<file path="src/keyed_reset_pkg.sv">
// Shared constants, types and helpers for the keyed reset control gate
package keyed_reset_pkg;
  localparam int ADDR_W = 12;
  localparam int DATA_W = 32;
  localparam int REG_W = 16;
  localparam int STRB_W = DATA_W / 8;

  // Byte addresses of the registers
  localparam logic [ADDR_W-1:0] OFF_KEY = 12'hA5C;
  localparam logic [ADDR_W-1:0] OFF_SW_RESET_CTRL = 12'hA60;
  localparam logic [ADDR_W-1:0] OFF_STATUS = 12'hA64;
  localparam logic [ADDR_W-1:0] OFF_TRIM = 12'hA6C;

  // Key and reset values
  localparam logic [REG_W-1:0] UNLOCK_KEY = 16'h12EA;
  localparam logic [REG_W-1:0] KEY_RESET = 16'h0000;
  localparam logic [REG_W-1:0] TRIM_RESET = 16'h0088;
  localparam logic [REG_W-1:0] SW_RESET_CTRL_RESET = 16'h0000;

  // Trim field of the oscillator trim register
  localparam int TRIM_LSB = 0;
  localparam int TRIM_W = 4;
  localparam logic [TRIM_W-1:0] TRIM_FIELD_RESET = 4'h8;

  // Status register bits
  localparam int STAT_UNLOCKED_BIT = 0;
  localparam int STAT_REJECT_BIT = 1;

  // AXI responses
  localparam logic [1:0] RESP_OKAY = 2'b00;
  localparam logic [1:0] RESP_SLVERR = 2'b10;

  typedef enum logic [1:0] {
    GATE_LOCKED = 2'b01,
    GATE_UNLOCKED = 2'b10
  } gate_state_t;

  // Word match, low address bits ignored
  function automatic logic hit(input logic [ADDR_W-1:0] a, input logic [ADDR_W-1:0] off);
    hit = (a[ADDR_W-1:2] == off[ADDR_W-1:2]);
  endfunction : hit

  // Byte-lane merge into a 16-bit register
  function automatic logic [REG_W-1:0] merge(input logic [REG_W-1:0] old, input logic [DATA_W-1:0] d,
                                             input logic [STRB_W-1:0] s);
    merge = old;
    if (s[0]) merge[7:0] = d[7:0];
    if (s[1]) merge[15:8] = d[15:8];
  endfunction : merge
endpackage : keyed_reset_pkg

</file>
<file path="src/axil_write_capture.sv">
// AXI4-Lite write address/data capture and write response
`timescale 1ns/1ps
module axil_write_capture
  import keyed_reset_pkg::*;
(
  input wire logic aclk,
  input wire logic aresetn,
  input wire logic [ADDR_W-1:0] awaddr,
  input wire logic awvalid,
  output logic awready_q,
  input wire logic [DATA_W-1:0] wdata,
  input wire logic [STRB_W-1:0] wstrb,
  input wire logic wvalid,
  output logic wready_q,
  output logic bvalid_q,
  output logic [1:0] bresp_q,
  input wire logic bready,
  input wire logic wr_err,
  output logic wr_fire,
  output logic [ADDR_W-1:0] wr_addr_q,
  output logic [DATA_W-1:0] wr_data_q,
  output logic [STRB_W-1:0] wr_strb_q
);
  logic aw_full_q;
  logic w_full_q;
  logic aw_full_d;
  logic w_full_d;

  // One write at a time: fire only with both halves and no response pending
  assign wr_fire = aw_full_q && w_full_q && !bvalid_q;

  // Holding flags; channels taken in either order
  always_comb begin
    aw_full_d = aw_full_q;
    w_full_d = w_full_q;
    if (wr_fire) begin
      aw_full_d = 1'b0;
      w_full_d = 1'b0;
    end
    if (awvalid && awready_q) aw_full_d = 1'b1;
    if (wvalid && wready_q) w_full_d = 1'b1;
  end

  // Ready comes from a flop, so it lags a cycle after reset
  always_ff @(posedge aclk) begin
    if (!aresetn) begin
      aw_full_q <= 1'b0;
      w_full_q <= 1'b0;
      awready_q <= 1'b0;
      wready_q <= 1'b0;
    end else begin
      aw_full_q <= aw_full_d;
      w_full_q <= w_full_d;
      awready_q <= !aw_full_d;
      wready_q <= !w_full_d;
    end
  end

  // Payload holding
  always_ff @(posedge aclk) begin
    if (!aresetn) begin
      wr_addr_q <= '0;
      wr_data_q <= '0;
      wr_strb_q <= '0;
    end else begin
      if (awvalid && awready_q) wr_addr_q <= awaddr;
      if (wvalid && wready_q) begin
        wr_data_q <= wdata;
        wr_strb_q <= wstrb;
      end
    end
  end

  // Write response
  always_ff @(posedge aclk) begin
    if (!aresetn) begin
      bvalid_q <= 1'b0;
      bresp_q <= RESP_OKAY;
    end else if (wr_fire) begin
      bvalid_q <= 1'b1;
      bresp_q <= wr_err ? RESP_SLVERR : RESP_OKAY;
    end else if (bready) begin
      bvalid_q <= 1'b0;
    end
  end
endmodule : axil_write_capture

</file>
<file path="src/key_gate.sv">
// Lock state of the software reset control key gate
`timescale 1ns/1ps
module key_gate
  import keyed_reset_pkg::*;
(
  input wire logic aclk,
  input wire logic aresetn,
  input wire logic wr_fire,
  input wire logic wr_is_key,
  input wire logic wr_is_prot,
  input wire logic key_match,
  output logic unlocked_q,
  output logic accept,
  output logic reject
);
  gate_state_t state_q;

  // Protected write passes only while unlocked
  assign accept = wr_fire && wr_is_prot && (state_q == GATE_UNLOCKED);
  assign reject = wr_fire && wr_is_prot && (state_q != GATE_UNLOCKED);

  // Gate state; reset is the locked, zero-key state
  always_ff @(posedge aclk) begin
    if (!aresetn) begin
      state_q <= GATE_LOCKED;
    end else if (wr_fire) begin
      case (state_q)
        GATE_LOCKED: begin
          if (wr_is_key && key_match) state_q <= GATE_UNLOCKED;
        end
        GATE_UNLOCKED: begin
          if (!(wr_is_key && key_match)) state_q <= GATE_LOCKED;
        end
        default: begin
          state_q <= GATE_LOCKED;
        end
      endcase
    end
  end

  // Flop copy for the status bit and the output pin
  always_ff @(posedge aclk) begin
    if (!aresetn) begin
      unlocked_q <= 1'b0;
    end else if (wr_fire) begin
      unlocked_q <= wr_is_key && key_match && (state_q == GATE_LOCKED || state_q == GATE_UNLOCKED);
    end
  end
endmodule : key_gate

</file>
<file path="src/keyed_reset_control_gate.sv">
// Keyed reset control gate and oscillator trim register behind AXI4-Lite
//
// Chosen here: register access over AXI4-Lite.
`timescale 1ns/1ps
module keyed_reset_control_gate
  import keyed_reset_pkg::*;
(
  input wire logic aclk,
  input wire logic aresetn,
  input wire logic [ADDR_W-1:0] awaddr,
  input wire logic awvalid,
  output logic awready,
  input wire logic [DATA_W-1:0] wdata,
  input wire logic [STRB_W-1:0] wstrb,
  input wire logic wvalid,
  output logic wready,
  output logic [1:0] bresp,
  output logic bvalid,
  input wire logic bready,
  input wire logic [ADDR_W-1:0] araddr,
  input wire logic arvalid,
  output logic arready,
  output logic [DATA_W-1:0] rdata,
  output logic [1:0] rresp,
  output logic rvalid,
  input wire logic rready,
  output logic [REG_W-1:0] sw_reset_ctrl,
  output logic [TRIM_W-1:0] osc_trim,
  output logic key_unlocked
);
  logic wr_fire;
  logic [ADDR_W-1:0] wr_addr_q;
  logic [DATA_W-1:0] wr_data_q;
  logic [STRB_W-1:0] wr_strb_q;
  logic wr_is_key;
  logic wr_is_prot;
  logic wr_is_trim;
  logic wr_is_stat;
  logic wr_err;
  logic key_match;
  logic unlocked_q;
  logic accept;
  logic reject;
  logic [REG_W-1:0] sw_reset_ctrl_q;
  logic [REG_W-1:0] trim_q;
  logic [TRIM_W-1:0] osc_trim_q;
  logic reject_q;
  logic arready_q;
  logic rvalid_q;
  logic [DATA_W-1:0] rdata_q;
  logic [1:0] rresp_q;
  logic ar_take;
  logic [DATA_W-1:0] rd_word;
  logic rd_err;

  // Write channel capture and response
  axil_write_capture u_wr (
    .aclk(aclk),
    .aresetn(aresetn),
    .awaddr(awaddr),
    .awvalid(awvalid),
    .awready_q(awready),
    .wdata(wdata),
    .wstrb(wstrb),
    .wvalid(wvalid),
    .wready_q(wready),
    .bvalid_q(bvalid),
    .bresp_q(bresp),
    .bready(bready),
    .wr_err(wr_err),
    .wr_fire(wr_fire),
    .wr_addr_q(wr_addr_q),
    .wr_data_q(wr_data_q),
    .wr_strb_q(wr_strb_q)
  );

  // Write decode
  assign wr_is_key = hit(wr_addr_q, OFF_KEY);
  assign wr_is_prot = hit(wr_addr_q, OFF_SW_RESET_CTRL);
  assign wr_is_trim = hit(wr_addr_q, OFF_TRIM);
  assign wr_is_stat = hit(wr_addr_q, OFF_STATUS);
  assign wr_err = !(wr_is_key || wr_is_prot || wr_is_trim || wr_is_stat);
  assign key_match = (wr_data_q[REG_W-1:0] == UNLOCK_KEY) && (wr_strb_q[1:0] == 2'b11);

  // Host ordering is its own duty; gate just tracks writes
  key_gate u_gate (
    .aclk(aclk),
    .aresetn(aresetn),
    .wr_fire(wr_fire),
    .wr_is_key(wr_is_key),
    .wr_is_prot(wr_is_prot),
    .key_match(key_match),
    .unlocked_q(unlocked_q),
    .accept(accept),
    .reject(reject)
  );

  always_ff @(posedge aclk) begin
    if (!aresetn) begin
      sw_reset_ctrl_q <= SW_RESET_CTRL_RESET;
    end else if (accept) begin
      sw_reset_ctrl_q <= merge(sw_reset_ctrl_q, wr_data_q, wr_strb_q);
    end
  end

  // trim register, all 16 bits kept
  always_ff @(posedge aclk) begin
    if (!aresetn) begin
      trim_q <= TRIM_RESET;
    end else if (wr_fire && wr_is_trim) begin
      trim_q <= merge(trim_q, wr_data_q, wr_strb_q);
    end
  end

  always_ff @(posedge aclk) begin
    if (!aresetn) begin
      osc_trim_q <= TRIM_FIELD_RESET;
    end else if (wr_fire && wr_is_trim && wr_strb_q[0]) begin
      osc_trim_q <= wr_data_q[TRIM_LSB +: TRIM_W];
    end
  end

  // Sticky reject flag; a new reject beats a clear
  always_ff @(posedge aclk) begin
    if (!aresetn) begin
      reject_q <= 1'b0;
    end else if (reject) begin
      reject_q <= 1'b1;
    end else if (wr_fire && wr_is_stat && wr_strb_q[0] && wr_data_q[STAT_REJECT_BIT]) begin
      reject_q <= 1'b0;
    end
  end

  // Read mux
  always_comb begin
    rd_word = '0;
    rd_err = 1'b0;
    if (hit(araddr, OFF_KEY)) begin
      rd_word = '0;
    end else if (hit(araddr, OFF_SW_RESET_CTRL)) begin
      rd_word[REG_W-1:0] = sw_reset_ctrl_q;
    end else if (hit(araddr, OFF_STATUS)) begin
      rd_word[STAT_UNLOCKED_BIT] = unlocked_q;
      rd_word[STAT_REJECT_BIT] = reject_q;
    end else if (hit(araddr, OFF_TRIM)) begin
      rd_word[REG_W-1:0] = trim_q;
    end else begin
      rd_err = 1'b1;
    end
  end

  assign ar_take = arvalid && arready_q;

  // Read channel; one read under way, data one cycle after address
  always_ff @(posedge aclk) begin
    if (!aresetn) begin
      arready_q <= 1'b0;
      rvalid_q <= 1'b0;
      rdata_q <= '0;
      rresp_q <= RESP_OKAY;
    end else if (ar_take) begin
      arready_q <= 1'b0;
      rvalid_q <= 1'b1;
      rdata_q <= rd_word;
      rresp_q <= rd_err ? RESP_SLVERR : RESP_OKAY;
    end else if (rvalid_q && rready) begin
      rvalid_q <= 1'b0;
      arready_q <= 1'b1;
    end else if (!rvalid_q) begin
      arready_q <= 1'b1;
    end
  end

  // Outputs straight from flops
  assign arready = arready_q;
  assign rvalid = rvalid_q;
  assign rdata = rdata_q;
  assign rresp = rresp_q;
  assign sw_reset_ctrl = sw_reset_ctrl_q;
  assign osc_trim = osc_trim_q;
  assign key_unlocked = unlocked_q;

  // Checks on the gate and the registers
  property p_key_unlocks;
    @(posedge aclk) disable iff (!aresetn)
      wr_fire && wr_is_key && key_match |=> unlocked_q;
  endproperty
  a_key_unlocks: assert property (p_key_unlocks) else $error("key did not unlock");

  property p_bad_key_locks;
    @(posedge aclk) disable iff (!aresetn)
      wr_fire && wr_is_key && !key_match |=> !unlocked_q ##1 !unlocked_q || wr_fire;
  endproperty
  a_bad_key_locks: assert property (p_bad_key_locks) else $error("wrong key left gate open");

  property p_other_relocks;
    @(posedge aclk) disable iff (!aresetn)
      wr_fire && unlocked_q && !wr_is_key && !wr_is_prot |=> !unlocked_q;
  endproperty
  a_other_relocks: assert property (p_other_relocks) else $error("other write kept gate open");

  property p_key_reads_zero;
    @(posedge aclk) disable iff (!aresetn)
      ar_take && hit(araddr, OFF_KEY) |=> rvalid_q && rdata_q == 32'h0000_0000 && rresp_q == RESP_OKAY;
  endproperty
  a_key_reads_zero: assert property (p_key_reads_zero) else $error("key register read nonzero");

  property p_trim_field;
    @(posedge aclk) disable iff (!aresetn)
      ##1 osc_trim_q == trim_q[TRIM_LSB +: TRIM_W];
  endproperty
  a_trim_field: assert property (p_trim_field) else $error("trim output differs from field");

  property p_trim_reset;
    @(posedge aclk) disable iff (!aresetn)
      $rose(aresetn) |-> trim_q == 16'h0088 && osc_trim_q == 4'h8;
  endproperty
  a_trim_reset: assert property (p_trim_reset) else $error("trim reset value wrong");

  property p_locked_ignored;
    @(posedge aclk) disable iff (!aresetn)
      wr_fire && wr_is_prot && !unlocked_q |=> $stable(sw_reset_ctrl_q) && reject_q;
  endproperty
  a_locked_ignored: assert property (p_locked_ignored) else $error("locked write changed register");

  property p_relock_after;
    @(posedge aclk) disable iff (!aresetn)
      wr_fire && wr_is_prot && unlocked_q |=> !unlocked_q;
  endproperty
  a_relock_after: assert property (p_relock_after) else $error("gate open after protected write");

  // Register contents move only on their own accepted writes
  property p_ctrl_hold;
    @(posedge aclk) disable iff (!aresetn)
      !accept |=> $stable(sw_reset_ctrl_q);
  endproperty
  a_ctrl_hold: assert property (p_ctrl_hold) else $error("protected register changed without accept");

  property p_locked_stays;
    @(posedge aclk) disable iff (!aresetn)
      wr_fire && wr_is_prot && !unlocked_q |=> !unlocked_q;
  endproperty
  a_locked_stays: assert property (p_locked_stays) else $error("locked protected write opened gate");

  property p_no_unlock_without_key;
    @(posedge aclk) disable iff (!aresetn)
      !unlocked_q && !(wr_fire && wr_is_key && key_match) |=> !unlocked_q;
  endproperty
  a_no_unlock_without_key: assert property (p_no_unlock_without_key) else $error("gate opened without key");

  property p_unmapped_relocks;
    @(posedge aclk) disable iff (!aresetn)
      wr_fire && wr_err |=> !unlocked_q && bvalid && bresp == RESP_SLVERR;
  endproperty
  a_unmapped_relocks: assert property (p_unmapped_relocks) else $error("unmapped write not refused");

  property p_key_write_ok;
    @(posedge aclk) disable iff (!aresetn)
      wr_fire && wr_is_key |=> bvalid && bresp == RESP_OKAY;
  endproperty
  a_key_write_ok: assert property (p_key_write_ok) else $error("key write refused");

  property p_trim_hold;
    @(posedge aclk) disable iff (!aresetn)
      !(wr_fire && wr_is_trim) |=> $stable(trim_q);
  endproperty
  a_trim_hold: assert property (p_trim_hold) else $error("trim register changed without write");

  property p_osc_hold;
    @(posedge aclk) disable iff (!aresetn)
      !(wr_fire && wr_is_trim && wr_strb_q[0]) |=> $stable(osc_trim_q);
  endproperty
  a_osc_hold: assert property (p_osc_hold) else $error("oscillator trim changed without write");

  property p_trim_read;
    @(posedge aclk) disable iff (!aresetn)
      ar_take && hit(araddr, OFF_TRIM) |=> rdata_q == {16'h0000, $past(trim_q)} && rresp_q == RESP_OKAY;
  endproperty
  a_trim_read: assert property (p_trim_read) else $error("trim read data wrong");

  // Sticky flag drops only on its own clear
  property p_reject_sticky;
    @(posedge aclk) disable iff (!aresetn)
      reject_q && !(wr_fire && wr_is_stat && wr_strb_q[0] && wr_data_q[STAT_REJECT_BIT]) |=> reject_q;
  endproperty
  a_reject_sticky: assert property (p_reject_sticky) else $error("reject flag lost");

  property p_status_read;
    @(posedge aclk) disable iff (!aresetn)
      ar_take && hit(araddr, OFF_STATUS) |=> rdata_q == {30'h0, $past(reject_q), $past(unlocked_q)};
  endproperty
  a_status_read: assert property (p_status_read) else $error("status read data wrong");

  c_unlock_write: cover property (@(posedge aclk) disable iff (!aresetn) accept);
  c_reject_write: cover property (@(posedge aclk) disable iff (!aresetn) reject);
  c_trim_write: cover property (@(posedge aclk) disable iff (!aresetn) wr_fire && wr_is_trim);
  c_bad_read: cover property (@(posedge aclk) disable iff (!aresetn) ar_take && rd_err);
  c_status_clear: cover property (@(posedge aclk) disable iff (!aresetn) reject_q ##1 !reject_q);
endmodule : keyed_reset_control_gate

</file>
<file path="config.mk">
export PLATFORM = sky130hd
export DESIGN_NAME = keyed_reset_control_gate
export DESIGN_NICKNAME = d
export VERILOG_FILES = /design/src/keyed_reset_pkg.sv /design/src/axil_write_capture.sv /design/src/key_gate.sv /design/src/keyed_reset_control_gate.sv
export SDC_FILE = /design/constraint.sdc
export NUM_CORES = 1
export LEC_CHECK = 0
export ABC_AREA = 0
export BUFFER_PORTS_ARGS = -buffer_cell sky130_fd_sc_hd__buf_2
export CELL_PAD_IN_SITES_DETAIL_PLACEMENT = 0
export CELL_PAD_IN_SITES_GLOBAL_PLACEMENT = 2
export CORE_ASPECT_RATIO = 0.9
export CORE_MARGIN = 5
export CORE_UTILIZATION = 29
export CTS_CLUSTER_SIZE = 28
export DETAILED_ROUTE_END_ITERATION = 8
export HOLD_SLACK_MARGIN = 0.1
export PLACE_DENSITY_LB_ADDON = 0.1
export SLEW_MARGIN = 20
export SYNTH_ARGS = -nofsm -noshare
export SYNTH_HDL_FRONTEND = slang
export SYNTH_SLANG_ARGS = --single-unit
</file>
<file path="constraint.sdc">
create_clock -name aclk -period 2.5 [get_ports aclk]
set_input_delay 0.5 -clock aclk [delete_from_list [all_inputs] [get_ports aclk]]
set_output_delay 0.5 -clock aclk [all_outputs]
set_load 0.02 [all_outputs]
</file>
# Yosys cells after proc, flatten, opt, wreduce, memory -nomap -nowiden
# Index checks and enable logic that the tools add are counted.
# totals
reg_bits,97
out_inout_bits,62
wordCells,97
# classes
eq_ne,16
muxes,26
bitwise,1
reduce_logical,33
# ops
cell,count
"10-bit == test, second input constant",8
16-bit 2-to-1 mux,3
1-bit logical AND,17
"16-bit by 13-bit == test with 1-bit output, second input constant",1
1-bit 2-to-1 mux,16
14-bit 2-to-1 mux,1
2-bit 2-to-1 mux,5
2-bit AND reduction,4
2-bit nonzero test,3
"2-bit == test, second input constant",2
1-bit logical OR,4
"2-bit by 1-bit inequality test with 1-bit output, second input constant",2
"2-bit inequality test, second input constant",2
2-bit case mux with 2 select lines,1
1-bit zero test,3
3-bit AND reduction,1
"2-bit by 1-bit == test with 1-bit output, second input constant",1
2-bit OR reduction,1
1-bit NOT,1

# Depth between registers and ports, before layout
# logic_depth
word_depth,7
depth_mapped,6

# Cells and area by module
# A second synthesis with hierarchy kept.
# unflattened
cells_unflattened,539
hier_area_um2,4898.4
# by_module_without_submodules
mod,instances,cells_each,area_per_inst_um2,seq_area_each_um2
keyed_reset_control_gate,1,284,2527.4,1041.0
axil_write_capture,1,234,2189.6,1081.0
key_gate,1,21,181.4,60.1

# Worst setup path after synthesis
# Ideal clock, no wire load.
# synth_timing
kind,flip-flop to flip-flop
startpoint,reg u_wr.wr_data_q[10]
endpoint,reg u_gate.state_q[0]
setup_ns,0.142
arrival_time_ns,1.696
required_ns,2.358
slack_ns,0.662
stages_incl_launch_ff,5
n_path_buf,0
cell_sequence,dfxtp_1 > or4b_1 > or4_4 > nor4_2 > a311oi_1
# synth_via
elab_chain_len,5
elab_cells_between_ends,6
cone_classes,3 x eq/ne; 3 x reduce/logical
# synth_rtl
element,line_no,source
from (decl),axil_write_capture.sv:21,"output logic [DATA_W-1:0] wr_data_q,"
from (signal assigned),axil_write_capture.sv:68,wr_data_q <= wdata;
16-bit by 13-bit == test with 1-bit output *,keyed_reset_control_gate.sv:83,assign key_match = (wr_data_q[REG_W-1:0] == UNLOCK_KEY) && (wr_strb_q[1:0] == 2'b11);
1-bit logical AND *,keyed_reset_control_gate.sv:83,
1-bit logical AND *,"key_gate.sv:29, key_gate.sv:32",
2-bit inequality test (no line) or 2-bit by 1-bit inequality test with 1-bit output (tied branches),-,
3-bit AND reduction (no line) *,-,
to (signal assigned),key_gate.sv:29,if (wr_is_key && key_match) state_q <= GATE_UNLOCKED;
to (signal assigned),key_gate.sv:32,if (!(wr_is_key && key_match)) state_q <= GATE_LOCKED;
to (signal assigned),key_gate.sv:35,state_q <= GATE_LOCKED;
to (decl),key_gate.sv:16,gate_state_t state_q;
# Mark *: on every way between the ends. The rest lies on a longest branch, timed or not.
# A chain may end at the register's enable or synchronous reset.

# Worst setup path after layout
# Ends and elaborated chain as after synthesis.

==> results.sh <==
export IMPL_clk_pin_slew_ns=0.07
export IMPL_worstSetupPathType="reg2reg"
export IMPL_layout_nets=572
export IMPL_hold_path_class="in2reg"
export IMPL_drc=0
export IMPL_most_common_layout_cells="89 x dfxtp_1, 88 x buf_2, 78 x nand2_1"
export IMPL_async_reset_ff_share_pct=0
export IMPL_ys_ff_latch=89
export IMPL_pwr_share_clk_pct=46.7
export IMPL_synth_fa_ha_area_share_pct=0.664
export IMPL_clock_sinks=89
export IMPL_synth_cells=418
export IMPL_pwr_share_comb_pct=6.5
export IMPL_p_switching_uw=748
export IMPL_slew_headroom_pct=52.4
export IMPL_synth_compound_area_share_pct=14.1
export IMPL_grt_max_degree=36
export IMPL_required_ns=2.69
export IMPL_grt_pass1_wl_um=16700
export IMPL_fmax_mhz=493
export IMPL_crit_fanout=4
export IMPL_gp_congestion=0.745
export IMPL_port_buffers=88
export IMPL_htreeDepth=3
export IMPL_critPathSlowestCell="or4_4"
export IMPL_final_period_utilization_pct=81.2
export IMPL_path_buf_inv=0
export IMPL_skew_ns=0.00782
export IMPL_layout_cells_non_filler=672
export IMPL_startpoint_type="register"
export IMPL_end_kind="register"
export IMPL_ys_seq_area_share_pct=47.3
export IMPL_synthMuxAreaShare_pct=4.85
export IMPL_power_density_nw_per_um2=681
export IMPL_swShare_pct=23.7
export IMPL_p_int_mw=2.40
export IMPL_yosys_area_share_simple_pct=24.1
export IMPL_initial_core_util_pct=29.6
export IMPL_worstReg2RegStart="u_wr.wr_data_q[10]$_SDFFE_PN0P_"
export IMPL_grt_pass1_vias=3091
export IMPL_num_vias=3205
export IMPL_avgSynthCellArea_um2=9.02
export IMPL_insertion_delay_ns=0.34
export IMPL_syn_area_um2=3770
export IMPL_die_x_um=130
export IMPL_setup_tns_ns=0
export IMPL_syn_to_final_growth_pct=22.8
export IMPL_cts_hold_buf=0
export IMPL_hpwl_um=7750
export IMPL_critPathMaxStageDelay_ns=0.57
export IMPL_clk_path_buf_depth=2
export IMPL_io_pins=129
export IMPL_cts_setup_buffers=0
export IMPL_wl_um=10500
export IMPL_wl_per_cell_um=15.6
export IMPL_finalInstanceArea_um2=4630
export IMPL_worstMarginPinSlew_ns=0.712
export IMPL_cts_buffers=9
export IMPL_drtPass1Iterations=4
export IMPL_finalSetupViolCount=0
export IMPL_power_leakage_nw=1.98
export IMPL_cts_resized=0
export IMPL_ys_warn_count=0
export IMPL_slew_violations=0
export IMPL_core_area_um2=12700
export IMPL_synthFlopType="dfxtp_1"
export IMPL_critPathTopFamily="simple AND/OR/NAND/NOR gates"
export IMPL_seq_power_share_pct=46.8
export IMPL_critical_path_startpoint="u_wr.wr_data_q[10]$_SDFFE_PN0P_"
export IMPL_placed_area_um2=4300
export IMPL_placed_cells=656
export IMPL_synth_edff_count=0
export IMPL_overflow=0
export IMPL_clockRootBuffer="clkbuf_16"
export IMPL_synth_top_family_by_area="simple AND/OR/NAND/NOR gates"
export IMPL_cap_viol_max_count=0
export IMPL_fin_crit_ns=2.03
export IMPL_grt_use_total_pct=13.6
export IMPL_drive_gt1_share_pct=26.0
export IMPL_cts_tree="built"
export IMPL_synth_xor_area_share_pct=0
export IMPL_arrival_ns=2.22
export IMPL_antenna_found_initial=0
export IMPL_hp_start="awaddr[9]"
export IMPL_path_cells="or4b_1 > or4_4 > nor4_2 > a311oi_1"
export IMPL_ant_nets=0
export IMPL_yosys_cell_types_count=48
export IMPL_peakVddDrop_mv=0.300
export IMPL_rsz0062_at_grt="false"
export IMPL_finalHoldViolCount=0
export IMPL_drt_iter0_drc=105
export IMPL_status="finished clean"
export IMPL_final_common_cell="dfxtp_1"
export IMPL_viasPerCell=4.77
export IMPL_row_count=39
export IMPL_post_route_util_pct=36.3
export IMPL_antennaDiodeCount=0
export IMPL_die_y_um=118
export IMPL_dieArea_um2=15400
-- sequential cells by signal, summed over array words and instances, names as in the netlist, 2 cells and up --
signal and count:
u_wr.wr_data_q 16, trim_q 16, u_gate.state_q 2, u_wr.wr_addr_q 10, sw_reset_ctrl 16, u_wr.wr_strb_q 2, rdata 16
-- layout make-up --
class,count,area [um^2]
sequential,89,1780
clock inverter,7,101
fill,1362,8110
inverter,8,30.0
tap,164,205
timing repair buffer,105,568
clock buffer,9,225
multi-input combinational,290,1720
-- Yosys cell counts (all sizes together) (2+ instances only) --
| cell | instances | area [um^2] |
|---|---|---|
| dfxtp | 89 | 1780 |
| nand2 | 78 | 293 |
| a21oi | 34 | 170 |
| buf | 28 | 200 |
| nor2 | 24 | 90.1 |
| clkbuf | 20 | 105 |
| o21ai | 19 | 95.1 |
| mux2i | 16 | 160 |
| nand4 | 15 | 93.8 |
| a221o | 14 | 140 |
| and3 | 14 | 87.6 |
| and2 | 9 | 57.6 |
| inv | 7 | 26.3 |
| nand2b | 5 | 31.3 |
| nor4 | 5 | 73.8 |
| nand4bb | 4 | 45.0 |
| nand3 | 3 | 15.0 |
| a22oi | 2 | 15.0 |
| a311oi | 2 | 17.5 |
| ha | 2 | 25.0 |
| mux2 | 2 | 22.5 |
| nand3b | 2 | 15.0 |
| nand4b | 2 | 17.5 |
| nor3 | 2 | 10.0 |
| nor4bb | 2 | 20.0 |
| o211a | 2 | 20.0 |
| o211ai | 2 | 15.0 |
| or4b | 2 | 20.0 |
-- worst reg2reg max path: stages (launching register included) --
cell and delay (ns):
dfxtp_1 0.34, or4b_1 0.56, or4_4 0.57, nor4_2 0.32, a311oi_1 0.10
-- power by group through the flow --
stage / logic (mW) / registers [mW] / clock network (mW)
after global placement: 0.208 / 1.51 / 0
after detailed placement: 0.208 / 1.51 / 0
after CTS: 0.209 / 1.48 / 1.53
after global routing: 0.230 / 1.48 / 1.58
final: 0.205 / 1.47 / 1.47
after floorplan: 0.141 / 1.51 / 0
-- routing by layer --
metal / up-vias / share of wire [%] / track usage (%) / routed length, um
li1: 1600 / - / - / -
met1: 1499 / 47 / 18.3 / 4930
met2: 94 / 45 / 21.2 / 4740
met3: 12 / 6.2 / 3.70 / 651
met4: 0 / 1.3 / 4.16 / 133
met5: - / 0 / 0 / 0
-- final timing paths --
kind	endpoint	slack, ns	cells past startpoint
worst min-delay path	u_wr.wr_addr_q[9]$_SDFFE_PN0P_	0.40	3
worst max-delay path	u_gate.state_q[0]$_SDFFE_PN1P_	0.47	4
worst max register to register	u_gate.state_q[0]$_SDFFE_PN1P_	0.47	4
worst min register to register	u_wr.wr_addr_q[8]$_SDFFE_PN0P_	0.45	2
-- logic make-up (layout without fill, tap and decap cells) --
logic type | Yosys count | after routing
mux | 18 | 18
compound gates | 81 | 81
flops | 89 | 89
buf+inv | 56 | 129
fa+ha+maj | 2 | 2
other cells | 1 | 18
simple gates | 171 | 171
-- stage by stage --
step	setup slack (ns)	hold WS [ns]	total power, mW
after global routing	0.355	0.399	3.29
final	0.470	0.396	3.15
after detailed placement	0.502	0.446	1.72
after floorplan	0.662	0.432	1.65
after CTS	0.477	0.386	3.21
after global placement	0.530	0.437	1.71
(Power assumes the default switching activity.)
